### src/adc_trig_regs.svh
// register offsets, field positions, reset values and codes of the trigger block
`ifndef ADC_TRIG_REGS_SVH
`define ADC_TRIG_REGS_SVH

// byte offsets on the register bus
`define OFS_REQUEST_CONTROL 12'h000
`define OFS_BUFFER_A 12'h004
`define OFS_BUFFER_B 12'h008
`define OFS_COMPARE_A 12'h00C
`define OFS_COMPARE_B 12'h010
`define OFS_IRQ_STATUS 12'h014
`define OFS_IRQ_MASK 12'h018

// request control field positions
`define CTL_XFER_LSB 0
`define CTL_XFER_MSB 1
`define CTL_UP_A_BIT 4
`define CTL_DN_A_BIT 5
`define CTL_UP_B_BIT 6
`define CTL_DN_B_BIT 7
`define CTL_FS_EN_BIT 8
`define CTL_FS_SRC_LSB 12
`define CTL_FS_SRC_MSB 16

// status and mask bit positions
`define IRQ_REQ_A_BIT 0
`define IRQ_REQ_B_BIT 1
`define IRQ_XFER_BIT 2
`define IRQ_WIDTH 3

// transfer select codes
`define XFER_NONE 2'h0
`define XFER_CREST 2'h1
`define XFER_TROUGH 2'h2
`define XFER_BOTH 2'h3

// frame sync source codes
`define FS_SRC_A 5'h09
`define FS_SRC_B 5'h0A
`define FS_SRC_AB 5'h0C

// reset values
`define CTL_RESET 32'h0000_0000
`define BUF_RESET 16'h0000
`define IRQ_MASK_RESET 3'h0

`endif

### src/adc_trig_pkg.sv
// types shared by the trigger block modules
package adc_trig_pkg;
  // operating mode of the owning timer channel, as presented on timer_mode
  typedef enum logic [2:0] {
    MODE_NORMAL = 3'h0,
    MODE_PWM1 = 3'h1,
    MODE_RESET_SYNC = 3'h3,
    MODE_COMP1 = 3'h2,
    MODE_COMP2 = 3'h6,
    MODE_COMP3 = 3'h7,
    MODE_OTHER_A = 3'h5,
    MODE_OTHER_B = 3'h4
  } mode_t;
  typedef logic [4:0] fs_src_t;
endpackage : adc_trig_pkg

### src/req_link_if.sv
// carries start requests and frame sync controls from the top to the sync stage
`timescale 1ns/100ps
interface req_link_if;
  logic req_a;
  logic req_b;
  logic cycle_end;
  logic fs_enable;
  logic [4:0] fs_source;
  modport src (output req_a, output req_b, output cycle_end, output fs_enable,
               output fs_source);
  modport snk (input req_a, input req_b, input cycle_end, input fs_enable,
               input fs_source);
endinterface : req_link_if

### src/delay_compare_unit.sv
// one buffered compare channel producing a single-cycle start request
`timescale 1ns/100ps
module delay_compare_unit #(
  parameter int TW = 16
) (
  input wire logic pclk,
  input wire logic presetn,
  input wire logic buf_we,
  input wire logic [TW-1:0] buf_wdata,
  input wire logic xfer,
  input wire logic active,
  input wire logic comp_mode,
  input wire logic count_down,
  input wire logic [TW-1:0] timer_count,
  input wire logic [TW-1:0] deadtime_adjusted_limit,
  input wire logic up_en,
  input wire logic dn_en,
  output logic [TW-1:0] buf_q,
  output logic [TW-1:0] cmp_q,
  output logic req
);
  logic [TW-1:0] buf_r, buf_nxt, cmp_r, cmp_nxt;
  logic hit_r, hit_nxt, req_r, req_nxt;
  logic in_up, in_dn;

  // next values; a write landing with a transfer still copies the old buffer
  always_comb begin
    buf_nxt = buf_we ? buf_wdata : buf_r;
    cmp_nxt = xfer ? buf_r : cmp_r;
    // complementary counting periods bound by the adjusted limit
    in_up = comp_mode ? (!count_down && timer_count < deadtime_adjusted_limit) : 1'b1;
    in_dn = comp_mode && count_down && timer_count != '0 &&
            timer_count <= deadtime_adjusted_limit;
    hit_nxt = active && timer_count == cmp_r &&
              ((in_up && up_en) || (in_dn && dn_en));
    // edge of the qualified match, so a held count gives one request only
    req_nxt = hit_nxt && !hit_r;
  end

  always_ff @(posedge pclk or negedge presetn) begin
    if (!presetn) begin
      buf_r <= '0;
      cmp_r <= '0;
      hit_r <= 1'b0;
      req_r <= 1'b0;
    end else begin
      buf_r <= buf_nxt;
      cmp_r <= cmp_nxt;
      hit_r <= hit_nxt;
      req_r <= req_nxt;
    end
  end

  assign buf_q = buf_r;
  assign cmp_q = cmp_r;
  assign req = req_r;
endmodule : delay_compare_unit

### src/frame_sync_stage.sv
// frame sync pin: high from a selected request until the end of the count cycle
`timescale 1ns/100ps
module frame_sync_stage (
  input wire logic pclk,
  input wire logic presetn,
  req_link_if.snk link,
  output logic frame_sync_pin
);
  `include "adc_trig_regs.svh"
  logic pin_r, pin_nxt, sel;

  // source pick; unlisted codes watch nothing
  always_comb begin
    case (link.fs_source)
      `FS_SRC_A: sel = link.req_a;
      `FS_SRC_B: sel = link.req_b;
      `FS_SRC_AB: sel = link.req_a | link.req_b;
      default: sel = 1'b0;
    endcase
    // a request in the cycle-end cycle keeps the pin high
    if (link.fs_enable && sel) begin
      pin_nxt = 1'b1;
    end else if (link.cycle_end || !link.fs_enable) begin
      pin_nxt = 1'b0;
    end else begin
      pin_nxt = pin_r;
    end
  end

  always_ff @(posedge pclk or negedge presetn) begin
    if (!presetn) begin
      pin_r <= 1'b0;
    end else begin
      pin_r <= pin_nxt;
    end
  end

  assign frame_sync_pin = pin_r;
endmodule : frame_sync_stage

### src/adc_trigger_delay_compare.sv
// start-request generator with two buffered delay compares and an apb slave
`timescale 1ns/100ps
`include "adc_trig_regs.svh"

// Functional notes
// - two independent compares, each its own request
// - logic present only on channels four, seven
// - active only in listed timer modes
// - requests gated per count direction
// - shared transfer point: crest, trough, both
// - software writes buffer; transfer copies it
// - count equal to compare issues request
// - complementary up period is zero..limit minus one
// - complementary down period is limit..one
// - compare d rewrite also transfers buffers in complementary mode
// - frame sync high on request, low cycle end
// - four direction enables gate A and B
// - transfer select codes, 10/11 only complementary
// - five-bit code picks frame sync source
module adc_trigger_delay_compare #(
  parameter int TW = 16,
  parameter int CHANNEL = 4
) (
  input wire logic pclk,
  input wire logic presetn,
  input wire logic psel,
  input wire logic penable,
  input wire logic pwrite,
  input wire logic [11:0] paddr,
  input wire logic [31:0] pwdata,
  output logic [31:0] prdata,
  output logic pready,
  output logic pslverr,
  input wire adc_trig_pkg::mode_t timer_mode,
  input wire logic [TW-1:0] timer_count,
  input wire logic count_down,
  input wire logic [TW-1:0] deadtime_adjusted_limit,
  input wire logic count_crest,
  input wire logic count_trough,
  input wire logic general_compare_a_match,
  input wire logic general_compare_d_write,
  input wire logic cycle_end,
  output logic adc_start_request_a,
  output logic adc_start_request_b,
  output logic adc_start_request_a_or_b,
  output logic frame_sync_pin,
  output logic irq
);
  import adc_trig_pkg::*;

  // channel presence fixed at build time
  localparam logic HAS_DELAY = (CHANNEL == 4) || (CHANNEL == 7);

  logic [31:0] ctl_r, ctl_nxt;
  logic [`IRQ_WIDTH-1:0] sts_r, sts_nxt, mask_r, mask_nxt;
  logic [31:0] rdata_nxt;
  logic wr_acc, rd_acc, mapped;
  logic comp_mode, active, xfer;
  logic [1:0] xfer_sel;
  logic req_a, req_b;
  logic [TW-1:0] buf_a, buf_b, cmp_a, cmp_b;
  logic [`IRQ_WIDTH-1:0] sts_set;
  req_link_if link ();

  // access phase decode; zero wait states so every access completes at once
  assign wr_acc = psel && penable && pwrite;
  assign rd_acc = psel && penable && !pwrite;
  assign pready = 1'b1;

  // address map check; anything else answers with an error
  always_comb begin
    case (paddr)
      `OFS_REQUEST_CONTROL,
      `OFS_BUFFER_A,
      `OFS_BUFFER_B,
      `OFS_COMPARE_A,
      `OFS_COMPARE_B,
      `OFS_IRQ_STATUS,
      `OFS_IRQ_MASK: mapped = 1'b1;
      default: mapped = 1'b0;
    endcase
  end
  assign pslverr = psel && penable && !mapped;

  // mode decode of the owning channel
  always_comb begin
    case (timer_mode)
      MODE_COMP1,
      MODE_COMP2,
      MODE_COMP3: begin
        comp_mode = 1'b1;
        active = HAS_DELAY;
      end
      MODE_RESET_SYNC,
      MODE_PWM1,
      MODE_NORMAL: begin
        comp_mode = 1'b0;
        active = HAS_DELAY;
      end
      default: begin
        comp_mode = 1'b0;
        active = 1'b0;
      end
    endcase
  end

  // common transfer point for both compares
  assign xfer_sel = ctl_r[`CTL_XFER_MSB:`CTL_XFER_LSB];
  always_comb begin
    xfer = 1'b0;
    if (active) begin
      if (comp_mode) begin
        case (xfer_sel)
          `XFER_CREST: xfer = count_crest;
          `XFER_TROUGH: xfer = count_trough;
          `XFER_BOTH: xfer = count_crest | count_trough;
          default: xfer = 1'b0;
        endcase
        // compare d rewrite copies the buffers regardless of the select
        xfer = xfer | general_compare_d_write;
      end else begin
        // prohibited codes outside complementary mode do nothing
        xfer = (xfer_sel == `XFER_CREST) && general_compare_a_match;
      end
    end
  end

  // control and mask registers; the down enables are stored as written,
  // and each unit's dn_en is gated by comp_mode, so they act only in complementary mode
  always_comb begin
    ctl_nxt = ctl_r;
    mask_nxt = mask_r;
    if (wr_acc && paddr == `OFS_REQUEST_CONTROL) begin
      ctl_nxt = 32'h0000_0000;
      ctl_nxt[`CTL_XFER_MSB:`CTL_XFER_LSB] = pwdata[`CTL_XFER_MSB:`CTL_XFER_LSB];
      ctl_nxt[`CTL_UP_A_BIT] = pwdata[`CTL_UP_A_BIT];
      ctl_nxt[`CTL_DN_A_BIT] = pwdata[`CTL_DN_A_BIT];
      ctl_nxt[`CTL_UP_B_BIT] = pwdata[`CTL_UP_B_BIT];
      ctl_nxt[`CTL_DN_B_BIT] = pwdata[`CTL_DN_B_BIT];
      ctl_nxt[`CTL_FS_EN_BIT] = pwdata[`CTL_FS_EN_BIT];
      ctl_nxt[`CTL_FS_SRC_MSB:`CTL_FS_SRC_LSB] = pwdata[`CTL_FS_SRC_MSB:`CTL_FS_SRC_LSB];
    end
    if (wr_acc && paddr == `OFS_IRQ_MASK) begin
      mask_nxt = pwdata[`IRQ_WIDTH-1:0];
    end
  end

  // sticky events; a new event beats the clear of a status read, and the
  // read clears only the bits it reported, since prdata was loaded in setup
  // and an event landing at that edge would otherwise be lost unseen
  assign sts_set = {xfer, req_b, req_a};
  always_comb begin
    sts_nxt = sts_r;
    if (rd_acc && paddr == `OFS_IRQ_STATUS) begin
      sts_nxt = sts_r & ~prdata[`IRQ_WIDTH-1:0];
    end
    sts_nxt = sts_nxt | sts_set;
  end

  // read mux, registered so prdata comes from flip-flops; it is loaded at the edge
  // ending the setup cycle and valid in the access cycle, since the address is stable in setup
  always_comb begin
    rdata_nxt = 32'h0000_0000;
    if (psel && !pwrite) begin
      case (paddr)
        `OFS_REQUEST_CONTROL: rdata_nxt = ctl_r;
        `OFS_BUFFER_A: rdata_nxt[TW-1:0] = buf_a;
        `OFS_BUFFER_B: rdata_nxt[TW-1:0] = buf_b;
        `OFS_COMPARE_A: rdata_nxt[TW-1:0] = cmp_a;
        `OFS_COMPARE_B: rdata_nxt[TW-1:0] = cmp_b;
        `OFS_IRQ_STATUS: rdata_nxt[`IRQ_WIDTH-1:0] = sts_r;
        `OFS_IRQ_MASK: rdata_nxt[`IRQ_WIDTH-1:0] = mask_r;
        default: rdata_nxt = 32'h0000_0000;
      endcase
    end
  end

  // register bank
  always_ff @(posedge pclk or negedge presetn) begin
    if (!presetn) begin
      ctl_r <= `CTL_RESET;
      sts_r <= '0;
      mask_r <= `IRQ_MASK_RESET;
      prdata <= 32'h0000_0000;
    end else begin
      ctl_r <= ctl_nxt;
      sts_r <= sts_nxt;
      mask_r <= mask_nxt;
      prdata <= rdata_nxt;
    end
  end

  // compare A channel
  delay_compare_unit #(
    .TW(TW)
  ) u_cmp_a (
    .pclk(pclk),
    .presetn(presetn),
    .buf_we(wr_acc && paddr == `OFS_BUFFER_A),
    .buf_wdata(pwdata[TW-1:0]),
    .xfer(xfer),
    .active(active),
    .comp_mode(comp_mode),
    .count_down(count_down),
    .timer_count(timer_count),
    .deadtime_adjusted_limit(deadtime_adjusted_limit),
    .up_en(ctl_r[`CTL_UP_A_BIT]),
    .dn_en(ctl_r[`CTL_DN_A_BIT] && comp_mode),
    .buf_q(buf_a),
    .cmp_q(cmp_a),
    .req(req_a)
  );

  // compare B channel
  delay_compare_unit #(
    .TW(TW)
  ) u_cmp_b (
    .pclk(pclk),
    .presetn(presetn),
    .buf_we(wr_acc && paddr == `OFS_BUFFER_B),
    .buf_wdata(pwdata[TW-1:0]),
    .xfer(xfer),
    .active(active),
    .comp_mode(comp_mode),
    .count_down(count_down),
    .timer_count(timer_count),
    .deadtime_adjusted_limit(deadtime_adjusted_limit),
    .up_en(ctl_r[`CTL_UP_B_BIT]),
    .dn_en(ctl_r[`CTL_DN_B_BIT] && comp_mode),
    .buf_q(buf_b),
    .cmp_q(cmp_b),
    .req(req_b)
  );

  // requests straight from the unit flip-flops
  assign adc_start_request_a = req_a;
  assign adc_start_request_b = req_b;
  assign adc_start_request_a_or_b = req_a | req_b;

  // feed the frame sync stage
  assign link.req_a = req_a;
  assign link.req_b = req_b;
  assign link.cycle_end = cycle_end;
  assign link.fs_enable = ctl_r[`CTL_FS_EN_BIT];
  assign link.fs_source = ctl_r[`CTL_FS_SRC_MSB:`CTL_FS_SRC_LSB];

  frame_sync_stage u_fsync (
    .pclk(pclk),
    .presetn(presetn),
    .link(link),
    .frame_sync_pin(frame_sync_pin)
  );

  // level interrupt while any unmasked status bit stands
  assign irq = |(sts_r & mask_r);
endmodule : adc_trigger_delay_compare

### config.mk
export PLATFORM = sky130hd
export DESIGN_NAME = adc_trigger_delay_compare
export DESIGN_NICKNAME = d
export VERILOG_FILES = /design/src/adc_trig_pkg.sv /design/src/req_link_if.sv /design/src/delay_compare_unit.sv /design/src/frame_sync_stage.sv /design/src/adc_trigger_delay_compare.sv
export VERILOG_INCLUDE_DIRS = /design/src
export SDC_FILE = /design/constraint.sdc
export NUM_CORES = 1
export LEC_CHECK = 0
export BUFFER_PORTS_ARGS = -buffer_cell sky130_fd_sc_hd__buf_2
export CAP_MARGIN = 20
export CORE_UTILIZATION = 58
export DETAILED_ROUTE_END_ITERATION = 10
export GPL_ROUTABILITY_DRIVEN = 0
export PLACE_DENSITY = 0.88
export SETUP_SLACK_MARGIN = 0.1
export SYNTH_ARGS = -nofsm -noshare
export SYNTH_HDL_FRONTEND = slang
export SYNTH_SLANG_ARGS = --single-unit
### constraint.sdc
create_clock -name pclk -period 3.5 [get_ports pclk]
set_input_delay 0.175 -clock pclk [delete_from_list [all_inputs] [get_ports pclk]]
set_output_delay 0.175 -clock pclk [all_outputs]
set_load 0.005 [all_outputs]
======== Word level (Yosys, flattened, before mapping) ========
Cells that the tools add are included.
cells by class
  $lt $le $gt $ge ......................... 2
  eq/ne operators ......................... 19
  multiplexer cells ....................... 17
  bitwise operators ....................... 7
  reductions and logical operators ........ 45
operators with widths
  cell                                                              number
  13-bit one-hot mux with 5 select lines                            1
  12-bit by 5-bit == test with 1-bit output, second input constant  3
  16-bit == test                                                    2
  1-bit logical AND                                                 28
  12-bit by 4-bit == test with 1-bit output, second input constant  2
  3-bit one-hot mux with 7 select lines                             1
  17-bit 2-to-1 mux                                                 1
  16-bit less-or-equal comparator                                   1
  16-bit less-than comparator                                       1
  16-bit nonzero test                                               1
  5-bit by 4-bit == test with 1-bit output, second input constant   3
  12-bit by 3-bit == test with 1-bit output, second input constant  1
  12-bit logical NOT                                                1
  1-bit 2-to-1 mux                                                  11
  7-bit OR reduction                                                1
  3-bit bitwise AND                                                 2
  3-bit by 2-bit == test with 1-bit output, second input constant   2
  3-bit == test, second input constant                              2
  1-bit logical NOT                                                 6
  1-bit one-hot mux with 3 select lines                             2
  3-bit OR reduction                                                2
  6-bit OR reduction                                                1
  2-bit == test, second input constant                              2
  3-bit by 1-bit == test with 1-bit output, second input constant   1
  8 further kinds                                                   12
word-level totals
  register bits ........................... 119
  input bits .............................. 90
  output and inout bits ................... 39
  word-level logic and storage cells ...... 103

======== Logic depth before layout (Yosys ltp) ========
  word-level depth ........................ 10
  depth in mapped cells ................... 8
  gate-level depth less buffers ........... 8

======== Cells and area by module ========
From an unflattened synthesis, not the netlist that was laid out.
second synthesis, totals
  cell total of the unflattened synthesis .. 538
  area total of the unflattened synthesis .. 6108.4 um^2
by module, submodules not included
  module                     times used  cells each  area each (um^2)  sequential area each (um^2)
  delay_compare_unit         2           163         1890.6            850.8
  adc_trigger_delay_compare  1           203         2252.2            875.8
  frame_sync_stage           1           9           75.1              25.0

======== Worst setup path before layout ========
OpenSTA, ideal clock, no wires.
  path type ............................... in2reg
  from .................................... input deadtime_adjusted_limit[15]
  to ...................................... register u_cmp_a.req_r, in the netlist u_cmp_a.req
  library setup time ...................... 94 ps
  arrival time ............................ 1874 ps
  data required time ...................... 3406 ps
  setup slack ............................. 1532 ps
  stages .................................. 8
  path buffers ............................ 0
  cells stage by stage .................... inv_1 ha_1 and4_1 and4b_1 or4b_1 o31ai_1 nand2_1 a211oi_1
on the way
  word-level cells in the longest chain between the ends .. 7
  elaborated cells between the ends (all ways) .. 10
ends and longest elaborated chain
  element                      RTL line                         text
  start, declared              adc_trigger_delay_compare.sv:37  input wire logic [TW-1:0] deadtime_adjusted_limit,
  16-bit less-than comparator  delay_compare_unit.sv:31         in_up = comp_mode ? (!count_down && timer_count < deadtime_adjusted_limit) : 1'b1;
  1-bit logical AND            delay_compare_unit.sv:31
  1-bit 2-to-1 mux             delay_compare_unit.sv:31
  1-bit logical AND            delay_compare_unit.sv:35         ((in_up && up_en) || (in_dn && dn_en));
  1-bit logical OR *           delay_compare_unit.sv:35
  1-bit logical AND *          delay_compare_unit.sv:34         hit_nxt = active && timer_count == cmp_r &&
  1-bit logical AND *          delay_compare_unit.sv:37         req_nxt = hit_nxt && !hit_r;
  net u_cmp_a.req_nxt          delay_compare_unit.sv:23         logic hit_r, hit_nxt, req_r, req_nxt;
  end signal, assigned         delay_compare_unit.sv:50         req_r <= req_nxt;
  end, declared                delay_compare_unit.sv:23
The timed path passes the listed nets; every way through them passes the cells marked *.
A chain may end at the register's enable or synchronous reset.

======== Final worst setup path ========
  from .................................... input timer_count[15]
  to ...................................... register u_cmp_a.req_r, in the netlist u_cmp_a.req
on the way
  word-level cells in the longest chain between the ends .. 7
  elaborated cells between the ends (all ways) .. 14
ends and longest elaborated chain
  element                                                             RTL line                                            text
  start, declared                                                     adc_trigger_delay_compare.sv:35                     input wire logic [TW-1:0] timer_count,
  16-bit less-than comparator or 16-bit nonzero test (tied branches)  delay_compare_unit.sv:31, delay_compare_unit.sv:32
  1-bit logical AND (on tied branches)                                delay_compare_unit.sv:31, delay_compare_unit.sv:32
  1-bit 2-to-1 mux or 1-bit logical AND (tied branches)               delay_compare_unit.sv:31, delay_compare_unit.sv:32
  1-bit logical AND                                                   delay_compare_unit.sv:35
  1-bit logical OR                                                    delay_compare_unit.sv:35
  1-bit logical AND *                                                 delay_compare_unit.sv:34
  1-bit logical AND *                                                 delay_compare_unit.sv:37
  net u_cmp_a.req_nxt                                                 delay_compare_unit.sv:23
Marks and branches as above.

==> impl_metrics.ini <==
[timing]
fin_setup_tns_ps = 0
tightest_slew_ps = 996
fin_crit_ps = 2310
hold_violations = 0
maxSlewViolCount = 0
rsz0062_at_grt = false
max_slew_margin_pct = 33.3
clock.fmax_mhz = 432
setup_violations = 0
finalClockSkew_ps = 9.25
holdWs_ps = 35.1
fin_crit_sh_pct = 66.1
layout_setup_ws_ps = 1190

[worst_setup_path]
cp_top_family = simple AND/OR/NAND/NOR gates
crit_chain = buf_2, ha_1, and4_1, and4b_1, or4b_1, o31ai_1, nand2_1, a211oi_1
path_buf_inv = 1
startpoint_type = input port
cp_max_fo = 4
critPathRequiredTime_ps = 3710
slowest_delay_ps = 520
cp.arrival_ps = 2520
crit_path_end_kind = register
crit_type = input port to register
slowest_stage = or4b_1

[drt]
via_count = 4163
initialDrtViolationCount = 283
wl_per_cell_um = 20.3
drc = 11
avgViaCountPerCell = 6.28
final_antenna_net_count = 0
dr.pass1.iters = 11
wl_um = 13500

[power]
power_mw = 2.07
powerDensity_nw_per_um2 = 338
power.leakage_nw = 3.17
vdd_drop_max_mv = 0.226

[synth]
synth_edf_count = 0
avgSynthCellArea_um2 = 11.9
ys_types = 53
ys_seq_area_share_pct = 48.3
synth_top_flop_cell = dfrtp_1
synth.cell_area_um2 = 5390
yosys_warnings = 0
synth_seq_cells = 104
async_flop_share_pct = 100
synthCells = 453

[global_route]
grt_use_total_pct = 28.8
grt-busiest-layer = met2
grt_max_degree = 47
use_met1_pct = 34.7
grt_pass1_wl_um = 21400
antenna_found_initial = 0
met3_usage_pct = 6.45
grt.met2_usage_pct = 49.8
grt_pass1_vias = 4332
overflow = 0

[floorplanning]
start_util_pct = 60.9
ios = 129
core_area_um2 = 8850
fp.dieH_um = 98.4
die-area_um2 = 9690
dieWidth_um = 98.4
rows = 34

[finish]
layout-drive-gt1-share_pct = 35.7
utilization_pct = 69.2
layout_common_cells = 104 x dfrtp_1, 96 x buf_2, 69 x mux2_2
syn_to_final_growth_pct = 13.5
antenna_cells = 0
fin_nets = 658
final_common_cell = dfrtp_1

[outcome]
status = finished with violations
violations = DRC

[clock_tree]
tritoncts = yes
clk_pin_slew_worst_paths_ps = 90
htreeDepth = 3
cts.sinks = 104
clk-insertion-delay-late_ps = 360
clockBufferDepth = 2
cts_root_buf = clkbuf_8
cts_made_buffers = 9
cts_resized = 0

[min_path]
hp-class = input port to register

[placed_design]
dp_hpwl_um = 9620
post-place-ws_ps = 861
port_buffers = 97

[run]
drv_cap = 0
## final cells by class
| class | count | area (um^2) |
|---|---|---|
| tap | 108 | 135 |
| multi-input combinational | 310 | 2570 |
| clock buffer | 11 | 151 |
| clock inverter | 3 | 18.8 |
| timing repair buffer | 106 | 558 |
| fill | 640 | 2730 |
| inverter | 21 | 78.8 |
| sequential | 104 | 2600 |
## synthesized netlist by cell type (4+ instances only)
master	count	area share, %
inv_1	21	1.5
xor2_1	24	3.9
a21o_1	5	0.70
buf_2	5	0.46
nor2_1	9	0.63
nor2b_1	5	0.58
nor3_1	5	0.46
clkbuf_1	7	0.49
mux2_2	69	14
nand2_1	20	1.4
nand4_1	4	0.46
nand2b_1	5	0.58
and3_1	5	0.58
nor4_1	11	1.3
a21oi_1	21	1.9
buf_4	18	2.5
a22oi_1	10	1.4
nand3_1	5	0.46
a222oi_1	17	3.2
o21ai_0	7	0.65
mux2_1	10	2.1
xnor2_1	8	1.3
ha_1	16	3.7
dfrtp_1	104	48
## timing repair
| action | 4_1_cts | 5_1_grt |
|---|---|---|
| hold endpoints to repair | 25 | 0 |
| hold buffers | 1 | 0 |
| setup endpoints to repair | 0 | 0 |
| buffers inserted | 0 | 0 |
## flip-flops by register name, summed over array words and instances, names as in the netlist, 3 cells and up
name	cells
sts_r	3
prdata	17
mask_r	3
u_cmp_a.cmp_q	16
u_cmp_a.buf_q	16
ctl_r	12
u_cmp_b.cmp_q	16
u_cmp_b.buf_q	16
## metal layers
| metal | share of wire (%) | up-vias |
|---|---|---|
| met2 | 51 | 231 |
| li1 | - | 1835 |
| met4 | 3.1 | 0 |
| met1 | 38 | 2053 |
| met5 | 0 | - |
| met3 | 7.9 | 44 |
## path summary, 6_finish.rpt
| path | depth (start not counted) | end | slack (ps) | startpoint |
|---|---|---|---|---|
| worst max-delay path | 8 | u_cmp_a.req | 1190 | timer_count[15] |
| worst min-delay path | 2 | u_cmp_b.buf_q[10] | 40 | pwdata[10] |
| worst max register to register | 5 | u_cmp_a.req | 1500 | u_cmp_a.cmp_q[10] |
| worst min register to register | 1 | u_cmp_b.req | 430 | u_cmp_b.hit_r |
| max in group asynchronous | 3 | u_cmp_b.buf_q[12] | 2340 | presetn |
| min in group asynchronous | 2 | sts_r[2] | 260 | presetn |
## power by group
part	internal [mW]	switching, mW	leakage [nW]	total (mW)
Clock	0.289	0.382	0.0910	0.671
Sequential	1.20	0.00123	1.45	1.20
Combinational	0.0766	0.120	1.63	0.197
Total	1.57	0.503	3.17	2.07
## stage by stage
| step | instances | area [um^2] |
|---|---|---|
| after detailed placement | 648 | 5940 |
| final | 663 | 6120 |
| after floorplan | 467 | 5450 |
| after global placement | 648 | 5940 |
| after global routing | 663 | 6120 |
| after CTS | 663 | 6120 |
## cells by family after synthesis
| group | count (synthesis) | synth area share [%] |
|---|---|---|
| DFF | 104 | 48.3 |
| and+or+nand+nor | 84 | 9.70 |
| muxes | 82 | 17.1 |
| AOI/OAI and AO/OA | 80 | 10.7 |
| buffers and inverters | 53 | 5.20 |
| xor gates and xnor gates | 32 | 5.20 |
| adders and majority gates | 16 | 3.71 |
| other | 2 | 0.139 |
(Power assumes the default switching activity.)
